<file path="config.mk">
export PLATFORM = sky130hd
export DESIGN_NAME = wss_sequencer
export DESIGN_NICKNAME = d
export VERILOG_FILES = /design/src/include/wss_pkg.sv /design/src/rtl/wss_delay_timer.sv /design/src/rtl/wss_sequencer.sv
export VERILOG_INCLUDE_DIRS = /design/src /design/src/include
export SDC_FILE = /design/constraint.sdc
export NUM_CORES = 1
export LEC_CHECK = 0
export BUFFER_PORTS_ARGS = -buffer_cell sky130_fd_sc_hd__buf_2
export CAP_MARGIN = 0
export CORE_MARGIN = 3
export CORE_UTILIZATION = 40
export DETAILED_ROUTE_END_ITERATION = 8
export SYNTH_ARGS = -nofsm -noshare
export SYNTH_HDL_FRONTEND = slang
export SYNTH_SLANG_ARGS = --single-unit
</file>
<file path="constraint.sdc">
create_clock -name ref_clk -period 3.9 [get_ports ref_clk]
set_input_delay 0.195 -clock ref_clk [delete_from_list [all_inputs] [get_ports ref_clk]]
set_output_delay 0.195 -clock ref_clk [all_outputs]
set_load 0.01 [all_outputs]
</file>
<file path="src/include/wss_defs.svh">
/*
  constants of the waveform sequence slot block: register indices, field positions,
  reset values and timing figures.
  assumes it is included by bare name from the package and the design files.
*/
`ifndef WSS_DEFS_SVH
`define WSS_DEFS_SVH

// register indices; byte address = 4 x index so each register owns one bus word
`define WSS_IDX_START      8'h0c
`define WSS_IDX_SLOT_FIRST 8'h0f
`define WSS_IDX_SLOT_FIVE  8'h13
`define WSS_IDX_SLOT_SIX   8'h14
`define WSS_IDX_SLOT_LAST  8'h16
`define WSS_IDX_STATUS     8'h17

`define WSS_SLOT_COUNT     8
`define WSS_MODE_BIT       7
`define WSS_PAYLOAD_MSB    6
`define WSS_SLOT_RESET     8'h00
`define WSS_START_BIT      0
`define WSS_STAT_BUSY_BIT  0
`define WSS_STAT_POS_LSB   1

// delay step in microseconds and the clock period in picoseconds
`define WSS_STEP_US        10000
`define WSS_CLK_PS         5000
// step in ns over period in ns; kept in ns so the product stays inside 32 bits
`define WSS_STEP_CYCLES    ((`WSS_STEP_US * 1000) / (`WSS_CLK_PS / 1000))

`endif

</file>
<file path="src/include/wss_pkg.sv">
/*
  types of the waveform sequence slot block.
  assumes wss_defs.svh is reachable on the include path.
*/
package wss_pkg;
  `include "wss_defs.svh"

  typedef struct packed {
    logic       delay_mode;
    logic [6:0] payload;
  } wss_slot_t;

  typedef struct packed {
    logic [9:0]  address;
    logic        read;
    logic        write;
    logic [31:0] writedata;
  } wss_av_req_t;

  typedef struct packed {
    logic [31:0] readdata;
    logic        waitrequest;
  } wss_av_rsp_t;

  // playback request to the waveform engine
  typedef struct packed {
    logic       start;
    logic [6:0] index;
  } wss_play_t;

  typedef enum logic [1:0] {
    WSS_IDLE,
    WSS_FETCH,
    WSS_PLAY,
    WSS_WAIT
  } wss_state_t;
endpackage

</file>
<file path="src/rtl/wss_delay_timer.sv">
/*
  counts a number of delay steps, each of step_cycles clocks, then pulses done.
  assumes load is a one-cycle pulse on the same clock and is not repeated while busy.
*/
`timescale 1ns/100ps
`include "wss_defs.svh"
module wss_delay_timer #(
  parameter int STEP_CYCLES = `WSS_STEP_CYCLES
) (
  input  wire logic       ref_clk,
  input  wire logic       reset_n,
  input  wire logic       load,
  input  wire logic [6:0] steps,
  output logic            done
);
  import wss_pkg::*;

  typedef struct packed {
    logic [6:0]  steps_left;
    logic [31:0] cyc;
    logic        busy;
    logic        done;
  } wss_tmr_t;

  wss_tmr_t s_q;
  wss_tmr_t s_d;

  always_comb begin
    s_d      = s_q;
    s_d.done = 1'b0;
    if (load) begin
      s_d.busy       = 1'b1;
      s_d.steps_left = steps;
      s_d.cyc        = 32'h0;
    end else if (s_q.busy) begin
      if (s_q.cyc == 32'(STEP_CYCLES - 1)) begin
        s_d.cyc        = 32'h0;
        s_d.steps_left = s_q.steps_left - 7'h01;
        if (s_q.steps_left == 7'h01) begin
          s_d.busy = 1'b0;
          s_d.done = 1'b1;
        end
      end else begin
        s_d.cyc = s_q.cyc + 32'h1;
      end
    end
  end

  always_ff @(posedge ref_clk or negedge reset_n) begin
    if (!reset_n) begin
      s_q <= '0;
    end else begin
      s_q <= s_d;
    end
  end

  assign done = s_q.done;
endmodule

</file>
<file path="src/rtl/wss_sequencer.sv">
/*
  eight-slot waveform playback sequencer with an avalon-mm register slave.
  assumes a waveform engine on the same clock that takes play.start and reports
  play_done as a one-cycle pulse when the waveform ends.
*/
// Notes on behaviour
// - mode bit one makes the payload an idle wait with no waveform
// - wait lasts payload times ten milliseconds before the next slot
// - mode bit zero makes the payload a library waveform index
// - start bit begins playback at the first slot
// - after a slot finishes, the next slot plays if its payload is non-zero
// - sequence ends at a zero payload or after all eight slots
// - zero payload stops the sequencer instead of playing
// - mode bit and payload of each slot are read-write and reset to zero
`timescale 1ns/100ps
`include "wss_defs.svh"
module wss_sequencer #(
  parameter int STEP_CYCLES = `WSS_STEP_CYCLES
) (
  input  wire logic                 ref_clk,
  input  wire logic                 reset_n,
  input  wire wss_pkg::wss_av_req_t av_req,
  output wss_pkg::wss_av_rsp_t      av_rsp,
  output wss_pkg::wss_play_t        play,
  input  wire logic                 play_done,
  output logic                      busy
);
  import wss_pkg::*;

  typedef struct packed {
    wss_slot_t [`WSS_SLOT_COUNT-1:0] slot;
    wss_state_t                      state;
    logic [2:0]                      pos;
    logic                            go;
    wss_av_rsp_t                     rsp;
    logic                            acked;
    wss_play_t                       play;
    logic                            tmr_load;
    logic [6:0]                      tmr_steps;
    logic                            busy;
  } wss_seq_t;

  wss_seq_t s_q;
  wss_seq_t s_d;
  logic     tmr_done;

  function automatic logic [7:0] word_index(input logic [9:0] addr);
    word_index = addr[9:2];
  endfunction

  function automatic logic in_slots(input logic [7:0] idx);
    in_slots = (idx >= `WSS_IDX_SLOT_FIRST) && (idx <= `WSS_IDX_SLOT_LAST);
  endfunction

  wss_delay_timer #(
    .STEP_CYCLES (STEP_CYCLES)
  ) u_timer (
    .ref_clk (ref_clk),
    .reset_n (reset_n),
    .load    (s_q.tmr_load),
    .steps   (s_q.tmr_steps),
    .done    (tmr_done)
  );

  always_comb begin
    logic [7:0] idx;
    logic [2:0] sidx;
    logic       req;
    wss_slot_t  cur;
    idx  = word_index(av_req.address);
    sidx = 3'(idx - `WSS_IDX_SLOT_FIRST);
    req  = av_req.read | av_req.write;
    cur  = s_q.slot[s_q.pos];

    s_d                 = s_q;
    s_d.play.start      = 1'b0;
    s_d.tmr_load        = 1'b0;
    s_d.go              = 1'b0;
    s_d.rsp.waitrequest = 1'b1;
    s_d.acked           = 1'b0;

    // one wait cycle then the answer; acked blocks a second answer on the same request
    if (req && !s_q.acked && s_q.rsp.waitrequest) begin
      s_d.rsp.waitrequest = 1'b0;
      s_d.acked           = 1'b1;
      s_d.rsp.readdata    = 32'h0;
      if (in_slots(idx)) begin
        s_d.rsp.readdata[7:0] = s_q.slot[sidx];
        if (av_req.write) begin
          s_d.slot[sidx] = av_req.writedata[7:0];
        end
      end else if (idx == `WSS_IDX_START) begin
        s_d.rsp.readdata[`WSS_START_BIT] = s_q.busy;
        if (av_req.write && av_req.writedata[`WSS_START_BIT]) begin
          s_d.go = 1'b1;
        end
      end else if (idx == `WSS_IDX_STATUS) begin
        s_d.rsp.readdata[`WSS_STAT_BUSY_BIT]                     = s_q.busy;
        s_d.rsp.readdata[`WSS_STAT_POS_LSB +: 3]                 = s_q.pos;
      end
    end else if (s_q.acked) begin
      s_d.rsp.readdata = s_q.rsp.readdata;
    end

    unique case (s_q.state)
      WSS_IDLE: begin
        s_d.busy = 1'b0;
        if (s_q.go) begin
          s_d.pos   = 3'h0;
          s_d.state = WSS_FETCH;
          s_d.busy  = 1'b1;
        end
      end
      WSS_FETCH: begin
        if (cur.payload == 7'h00) begin
          s_d.state = WSS_IDLE;
          s_d.busy  = 1'b0;
        end else if (cur.delay_mode) begin
          s_d.tmr_load  = 1'b1;
          s_d.tmr_steps = cur.payload;
          s_d.state     = WSS_WAIT;
        end else begin
          s_d.play.start = 1'b1;
          s_d.play.index = cur.payload;
          s_d.state      = WSS_PLAY;
        end
      end
      WSS_PLAY, WSS_WAIT: begin
        // slot position stays put until the engine or timer reports the end
        if ((s_q.state == WSS_PLAY && play_done) || (s_q.state == WSS_WAIT && tmr_done)) begin
          if (s_q.pos == 3'(`WSS_SLOT_COUNT - 1)) begin
            s_d.state = WSS_IDLE;
            s_d.busy  = 1'b0;
          end else begin
            s_d.pos   = s_q.pos + 3'h1;
            s_d.state = WSS_FETCH;
          end
        end
      end
    endcase
  end

  always_ff @(posedge ref_clk or negedge reset_n) begin
    if (!reset_n) begin
      s_q                 <= '0;
      s_q.state           <= WSS_IDLE;
      s_q.rsp.waitrequest <= 1'b1;
    end else begin
      s_q <= s_d;
    end
  end

  assign av_rsp = s_q.rsp;
  assign play   = s_q.play;
  assign busy   = s_q.busy;
endmodule

</file>
After elaboration in Yosys (flattened, before gate mapping):

Cells that the tools add are included.

* logic and storage cells: 119
* input bits: 47
* flip-flop bits (word level): 138
* output and inout bits: 42

* reductions and logical operators: 22
* $lt $le $gt $ge: 5
* add/sub/neg operators: 4
* equality and inequality tests: 13
* bitwise gates (word level): 3
* muxes and demuxes: 41

Operator list (number)
* 64-bit bitwise mux: 1
* 8-bit binary-select mux with 3-bit select: 2
* 41-bit two-way mux: 1
* 40-bit two-way mux: 1
* 8-bit two-way mux: 5
* 32-bit by 1-bit adder with 32-bit output (second input constant): 1
* 32-bit by 21-bit equality test with 1-bit output (second input constant): 1
* 16-bit two-way mux: 2
* 32-bit two-way mux: 1
* 8-bit demux with 3-bit select: 1
* 1-bit two-way mux: 12
* 4-bit two-way mux: 3
* 3-bit AND reduction: 4
* 5-bit two-way mux: 2
* 2-bit inequality test (second input constant): 5
* 8-bit by 4-bit equality test with 1-bit output (second input constant): 1
* 8-bit by 5-bit equality test with 1-bit output (second input constant): 1
* 8-bit by 4-bit >= comparator with 1-bit output (second input constant): 1
* 8-bit by 5-bit <= comparator with 1-bit output (second input constant): 1
* 3-bit by 4-bit less-than comparator with 1-bit output (second input constant): 2
* 2-bit two-way mux: 4
* 7-bit by 1-bit equality test with 1-bit output (second input constant): 1
* 1-bit logical AND: 7
* 7-bit logical NOT: 1
* 21 further kinds: 27

Depth between registers and ports, before layout:

Gate-level depths: netlist of run 1.

* depth after elaboration: 6
* gate-level depth with buffers: 9
* depth with buffers taken out: 7

Hierarchy:

Synthesis of run 1 repeated with hierarchy kept, for this count alone.

* cells, all modules: 693
* area total of the unflattened synthesis: 7686.1 µm²

Modules (own cells, without submodules)
* wss_sequencer: area each 5291.3 µm², cells an instance 429, instances 1, sequential area each 2428.6 µm²
* wss_delay_timer: area each 2394.8 µm², cells an instance 264, instances 1, sequential area each 1026.0 µm²

Worst setup path after synthesis of run 1:

OpenSTA, ideal clock, no wires.

* path type: input to register
* start point: in av_req[36] (netlist bit)
* end point: reg s_q[81] (netlist bit)
* path buffers: 3
* stages on the path: 8
* setup time: 0.125 ns
* arrival: 2.309 ns
* slack: 1.467 ns
* required time: 3.775 ns
* cell sequence: buf_2 > inv_1 > ha_1 > clkbuf_1 > buf_1 > nand2_1 > nor2_1 > mux2_2

* longest elaborated chain between the ends: 6
* elaborated cells between the ends (all ways): 11
* those cells by class: 1 x add/sub; 4 x order compare; 3 x mux; 3 x reduce/logical

Ends and longest elaborated chain
* from (decl): RTL line wss_sequencer.sv:22 `input wire wss_pkg::wss_av_req_t av_req,`
* 3-bit subtractor (no source line)
* 3-bit by 4-bit less-than comparator with 1-bit output (implied by the code) or 3-bit by 1-bit >= comparator with 1-bit output (tied branches): RTL line wss_sequencer.sv:90 `s_d.slot[sidx] = av_req.writedata[7:0];`
* 1-bit logical AND (implied by the code): RTL line wss_sequencer.sv:90
* 8-bit two-way mux (implied by the code): RTL line wss_sequencer.sv:90
* 8-bit demux with 3-bit select: RTL line wss_sequencer.sv:90
* 64-bit bitwise mux: RTL line wss_sequencer.sv:90
* to (decl): RTL line wss_sequencer.sv:43 `wss_seq_t s_q;`

Several ways; a longest one is shown, not always the timed one.
A chain may end at the register's enable or synchronous reset.

Worst setup path in the final report of run 1:

* start point: reg s_q[52] (netlist bit)
* end point: reg s_q (netlist bit play[6])

* longest elaborated chain between the ends: 5
* elaborated cells between the ends (all ways): 6
* those cells by class: 2 x mux; 2 x bitwise; 2 x reduce/logical

Ends and longest elaborated chain
* 8-bit binary-select mux with 3-bit select *: RTL line wss_sequencer.sv:73 `cur = s_q.slot[s_q.pos];`
* 8-bit two-way mux (implied by the code) *: RTL line wss_sequencer.sv:73
* 7-bit logical NOT: RTL line wss_sequencer.sv:115 `if (cur.payload == 7'h00) begin`
* 1-bit NOT (no source line)
* 3-bit AND reduction (no source line)

Mark *: on every way between the ends. The rest lies on a longest branch, timed or not. The select of a mux whose other input is x is not followed.

==> summary.md, run 1 <==
| Metric | Value |
|---|---|
| Run status | complete, no violations |
| Overall power | between 4 and 5 mW |
| Std-Cell Rows | 50 |
| Metal2 WL | 9150 um |
| Fin util | 0.460 |
| Top-area cell type share of the netlist area | 0.442 |
| Top post-synthesis cells by area | dfrtp_1 44%, mux2_2 11%, mux4_2 7.8% |
| Fin Setup TNS | 0 ps |
| Number of CTS-inserted buffers | 17 |
| Number of synthesized register bits | approximately 140 |
| Final setup viols | 0 |
| Clock skew | between 8 and 9 ps |
| Iteration-0 DRC Markers | about 430 |
| Crit Path Max Fanout | 12 |
| Synth warn | 0 |
| Post-route ant nets | 0 |
| Syn_area_per_cell | 10.8 sq um |
| Max Used Layer | met4 |
| Top cells by count, synth | 137 x dfrtp_1, 78 x mux2_2, 78 x nand2_1 |
| Crit end category | register |
| Root Buffer | clkbuf_16 |
| Relative slew slack | 0.311 |
| Area delta synth->final | 12.1% |
| CP Class | register to register |
| Gate Count Post-Synth | approximately 700 |
| Vias in the first global route | around 5700 |
| Post-route clock period utilization | 0.696 |
| Mapped Area | 7750 sq um |
| # IOs | 89 |
| Register area share after synthesis | 0.446 |
| Total global routing track utilization | 0.181 |
| Die Y-Extent | 145 um |
| Core area | ~19000 sq um |
| Post-synth EDFFs | 0 |
| Most numerous cell in the Yosys netlist | dfrtp_1 |
| Post-Route WL | 18800 um |
| Power density over the cells | 462 nW/um^2 |
| Top_reg_cell synth | dfrtp_1 |
| Async set-reset flop share out of synthesis | 1.00 |
| Slew Limit Fails | 0 |
| Startpoint types | register |
| Max rail drop VDD | slightly below 0.0003 V |
| Via/cell ratio | 5.62 |
| Req. time, crit path | 4180 ps |
| Later-pin clock latency in the skew report | 430 ps |
| P_leak | between 3 and 4 nW |
| H-tree Lvls | 4 |
| Drt pass-1 iters | 8 |
| Share of cells above drive strength 1 | 0.272 |
| RePlAce Congestion | around 0.85 |
| Yosys top cell by area | dfrtp_1 |
| FMAX | ~370 MHz |
| # nets final | 797 |
| Slew at the pin closest to its max-slew limit | 1030 ps |
| Global-route wire length before repair | about 31000 um |
| Initial antenna violation count | 0 |
| Synth unique cells | 65 |
| Largest net degree at the start of global routing | 113 |
| RSZ-0062 raised after global routing | no |
| Final Critical Period | roughly 2700 ps |
| DR WL met3 | 877 um |
| Critical path arrival | approximately 3000 ps |
| Via count | roughly 5700 |
| Worst Hold Class | input pin to register |
| Count of maximum capacitance violations | 0 |
| Fin. Hold Viols | 0 |
| DR DRC count | 0 |
| Clock slew at reported path FFs | around 60 ps |
| Hpwl dp | approximately 13000 um |
| Wire per inst | 18.5 um |
| Die area | approximately 21000 sq um |
| Initial cell density of the core | 0.410 |
| PortBufs | 38 |
| Filler cells | between 1500 and 2000 |
| GRT Residual Overflow | 0 |
| Die X | 145 um |
| TritonCTS clock tree | done |
| M1 WL | 8260 um |
| Antenna diodes | 0 |
| Maximum clock path buffer count | 2 |
| CTS sink count | 138 |
-- repair_timing --
action                    4_1_cts  5_1_grt
setup buffers                   0        0
hold endpoints to repair       62        0
resized for setup               0        0
hold buffers                    1        0
-- registers in the layout, indices dropped and copies added, names as in the netlist --
| signal | count |
|---|---|
| s_q | 79 |
| u_timer.s_q | 40 |
| av_rsp | 9 |
| play | 8 |
| busy | 1 |
| u_timer.done | 1 |
-- metal layers --
layer / track usage / up-vias
met3: 0.0440 / 32
met1: 0.230 / 2906
li1: - / 2641
met2: 0.304 / 126
met5: 0 / -
met4: 0.0636 / 0
-- path summary, 6_finish.rpt --
check                          start         endpoint  slack [ps]  cells after the start
min in group asynchronous    reset_n  u_timer.s_q[29]         500                      2
setup / recovery             s_q[52]          play[6]        1180                      5
max in group asynchronous    reset_n  u_timer.s_q[13]        2400                      3
setup reg to reg             s_q[52]          play[6]        1180                      5
hold / removal             av_req[4]          s_q[93]         110                      2
hold reg to reg            av_rsp[2]        av_rsp[2]         480                      2
-- per-stage QoR --
stage | setup WS [ps] | hold WS (ps) | cells | instance area [sq um]
floorplan | 1470 | -101 | 742 | 7840
global placement | 1240 | 406 | 982 | 8030
detailed placement | 1180 | 425 | 982 | 8030
CTS | 1140 | 89.8 | 1015 | 8690
global route | 974 | 107 | 1015 | 8690
finish | 1180 | 109 | 1015 | 8690
-- layout make-up --
class                           instances  area (sq um)  share of cell area
Timing Repair Buffer                   55           327              0.0376
Sequential cell                       138          3450               0.398
Inverter                               28           105              0.0121
Multi-Input combinational cell        502          3830               0.441
Tap cell                              260           325              0.0374
Clock inverter                         13           190              0.0219
Clock buffer                           19           453              0.0521
-- kinds of logic after synthesis --
group,share of synthesized area
AO/OA/AOI/OAI,0.0961
XOR/XNOR,0.00452
adder cells (fa/ha/maj),0.0129
buffers and inverters,0.0717
flip-flops,0.446
multiplexers,0.207
other,0.000484
AND/OR/NAND/NOR,0.161
-- worst max-delay path, stage by stage (launching register included) --
cell      delay, ps
dfrtp_1         750
mux4_2          600
mux2i_1         270
and3b_1         380
a21boi_1        400
o21ai_0         160
-- where the power goes --
group / switching, mW / internal [mW]
Sequential: 0.126 / 1.53
Clock: 0.644 / 1.11
Combinational: 0.348 / 0.254
Total: 1.12 / 2.90
-- layout by cell type, fill, tap and decap left out, types with 3 or more instances in the layout --
cell type and n:
dfrtp_1 137, nand2_1 78, mux2_2 78, buf_2 37
o21ai_0 30, inv_1 27, mux4_2 27, nor2_1 26
nand3_1 25, a21oi_1 25, conb_1 24, nand4_1 17
clkbuf_16 17, buf_4 16, nor3_1 14, a31oi_1 14
mux2i_1 12, nor4_1 10, or3_1 9, and3_1 8
ha_1 8, nor3b_1 6, a21o_1 6, nor2b_1 6
or4_1 6, a22o_1 5, o211ai_1 5, o41ai_1 5
nand2b_1 4, a41oi_1 4, bufinv_16 4, and2_1 3
nand3b_1 3, nor3_2 3, o21bai_1 3, o31ai_1 3
clkinvlp_4 3
No activity file was read; power rests on OpenSTA's default activity.
==> inputs of run 2 (changes only) <==
--- a/config.mk
+++ b/config.mk
@@ -6,6 +6,7 @@
 export SDC_FILE = /design/constraint.sdc
 export NUM_CORES = 1
 export LEC_CHECK = 0
+export ABC_AREA = 1
 export BUFFER_PORTS_ARGS = -buffer_cell sky130_fd_sc_hd__buf_2
 export CAP_MARGIN = 0
 export CORE_MARGIN = 3
==> constraint.sdc (replaced) <==
create_clock -name ref_clk -period 2.35 [get_ports ref_clk]
set_input_delay 0.1175 -clock ref_clk [delete_from_list [all_inputs] [get_ports ref_clk]]
set_output_delay 0.1175 -clock ref_clk [all_outputs]
set_load 0.01 [all_outputs]
==> run 2 against run 1 <==
- via count increased by 24%
- wire length up 14%
- setup slack got worse by 950 ps
- global-route usage grew 2.1 points
- sequential cell count stayed put
- worst hold slack worse by 68 ps
- critical path depth increased by 5
- critical path type unchanged
- largest cell class unchanged
==> summary.md, run 2 <==
| Metric | Value |
|---|---|
| Slew Limit Fails | 0 |
| Synth warn | 0 |
| TritonCTS clock tree | done |
| Top-area cell type share of the netlist area | 0.427 |
| FMAX | approximately 470 MHz |
| Async set-reset flop share out of synthesis | 1.00 |
| Slowest CP cell | dfrtp_1 |
| Drt pass-1 iters | 5 |
| Std-Cell Rows | 51 |
| Later-pin clock latency in the skew report | between 400 and 500 ps |
| Crit end category | register |
| Most frequent cells in the layout | 320 x nand2_1, 137 x dfrtp_1, 136 x inv_1 |
| Number of CTS-inserted buffers | 17 |
| Die X | around 150 um |
| Final setup viols | 0 |
| Slew at the pin closest to its max-slew limit | ~650 ps |
| Startpoint types | register |
| Reg with most FFs | s_q |
| Die Y-Extent | 148 um |
| # IOs | between 80 and 90 |
| Max reg flops | 79 |
| Post-route clock period utilization | 0.899 |
| Worst Hold Class | input pin to register |
| Maximum clock path buffer count | 2 |
| Total global routing track utilization | 0.203 |
| Post-Route WL | approximately 21000 um |
| Post-synth EDFFs | 0 |
| Via count | 7072 |
| Count of maximum capacitance violations | 0 |
| Fin. Hold Viols | 0 |
| Initial cell density of the core | 0.410 |
| Delay-heaviest family, CP | simple AND/OR/NAND/NOR gates |
| Worst path bufs/invs | 0 |
| Number of synthesized register bits | 138 |
| Max rail drop VDD | between 0.0006 and 0.0007 V |
| Share of cells above drive strength 1 | 0.0962 |
| RePlAce Congestion | slightly below 0.9 |
| PostCTS Resize Cnt | 0 |
| Post-route ant nets | 0 |
| Critical path arrival | 2420 ps |
| Crit Path Max Fanout | 5 |
| CP Class | register to register |
| Via/cell ratio | about 5 |
| # nets final | 1185 |
| CTS sink count | around 140 |
| Fin Setup TNS | 0 ps |
| Crit-path cells | ha_1 -> nand3_2 -> nor2_1 -> nand2_1 -> nor2_2 -> nand3_1 -> nor2_2 -> nand2_1 -> o21ai_0 -> o22ai_1 |
| Req. time, crit path | about 2700 ps |
| Yosys top cell by area | dfrtp_1 |
| Antenna diodes | 0 |
| Top_reg_cell synth | dfrtp_1 |
| Most numerous cell in the Yosys netlist | nand2_1 |
| Iteration-0 DRC Markers | between 400 and 500 |
| Vias in the first global route | 6815 |
| Hold Slack | 40.8 ps |
| Initial antenna violation count | 0 |
| Top cells by count, synth | 320 x nand2_1, 137 x dfrtp_1, 136 x inv_1 |
| Root Buffer | clkbuf_16 |
| PortBufs | 38 |
| P_leak | approximately 4.2 nW |
| # Post-CTS Setup Buffers | 0 |
| Clock slew at reported path FFs | around 60 ps |
| Global-route wire length before repair | approximately 35000 um |
| DR DRC count | 0 |
| Gate Count Post-Synth | 1100 |
| Largest net degree at the start of global routing | 61 |
| Most common cell after layout, fill and taps aside | nand2_1 |
| Mapped Area | 8030 sq um |
| Clock skew | 13.5 ps |
| Hpwl dp | between 15000 and 20000 um |
| Core area | 19600 sq um |
| H-tree Lvls | 4 |
| Run status | complete, no violations |
| Syn_area_per_cell | ~7.3 sq um |
| Wire per inst | roughly 15 um |
| Top post-synthesis cells by area | dfrtp_1 43%, nand2_1 15%, o21ai_0 7.3% |
| RSZ-0062 raised after global routing | no |
| Worst path max stage delay | 430 ps |
| Final Critical Period | around 2100 ps |
| Die area | around 22000 sq um |
| Register area share after synthesis | 0.430 |
| Synth unique cells | 43 |
| Area delta synth->final | 11.7% |
| CTS Hold Bufs | 2 |
| Power density over the cells | between 900 and 1000 nW/um^2 |
| GRT Residual Overflow | 0 |
| Relative slew slack | 0.567 |
| Filler cells | a little over 2000 |
==> run 2: path summary, 6_finish.rpt <==
path | start | endpoint | slack [ps] | cells past startpoint
worst max register to register | u_timer.s_q[2] | u_timer.s_q[32] | 240 | 10
worst min register to register | av_rsp[7] | av_rsp[7] | 480 | 2
worst min-delay path | av_req[32] | s_q[51] | 40 | 5
max in group asynchronous | reset_n | s_q[68] | 1300 | 3
worst max-delay path | u_timer.s_q[2] | u_timer.s_q[32] | 240 | 10
min in group asynchronous | reset_n | av_rsp[8] | 270 | 2
==> run 2: logic make-up (layout without fill, tap and decap cells) <==
logic type      count (synthesis)  in the layout  synth area share
fa+ha+maj                       8              8            0.0125
xor+xnor                        9              9           0.00982
mux                             2              2           0.00249
simple gates                  525            525             0.283
flops                         138            138             0.430
other cells                     1             24          0.000467
compound gates                204            204             0.135
buf+inv                       213            233             0.126
==> run 2: through the flow <==
stage	cells	instance area, sq um	utilization	setup slack (ps)	power [mW]
6_report	1408	8970	0.458	237	8.52
3_3_place_gp	1374	8340	0.426	288	5.74
3_5_place_dp	1374	8340	0.426	247	5.79
5_1_grt	1408	8970	0.458	32.4	9.12
2_1_floorplan	1123	8120	-	567	5.03
4_1_cts	1408	8970	0.458	252	8.61
==> run 2: worst register-to-register path, delay by kind of cell, from the launching register on <==
kind	cells	cell delay [ps]
flip-flops	1	430
AND/OR/NAND/NOR	7	1080
adder cells (fa/ha/maj)	1	230
AO/OA/AOI/OAI	2	260
==> run 2: area by class of cell <==
type	instances	area, sq um	area share
clock buffer	20	447	0.0498
clock inverter	12	165	0.0184
inverter	138	518	0.0578
multi-input combinational	772	3650	0.407
sequential	138	3450	0.385
tap	265	332	0.0370
timing repair buffer	63	402	0.0448
==> run 2: per-layer routing <==
| metal | track usage | share of wire | vias up |
|---|---|---|---|
| met5 | 0 | 0 | - |
| met4 | 0.0592 | 0.016 | 0 |
| met3 | 0.0389 | 0.046 | 26 |
| met2 | 0.343 | 0.49 | 145 |
| met1 | 0.266 | 0.45 | 3307 |
| li1 | - | - | 3594 |
==> run 2: report_power, final <==
part	switching, mW	total (mW)	internal, mW
combinational	1.85	2.77	0.919
clock	1.09	2.80	1.71
sequential	0.261	2.95	2.69
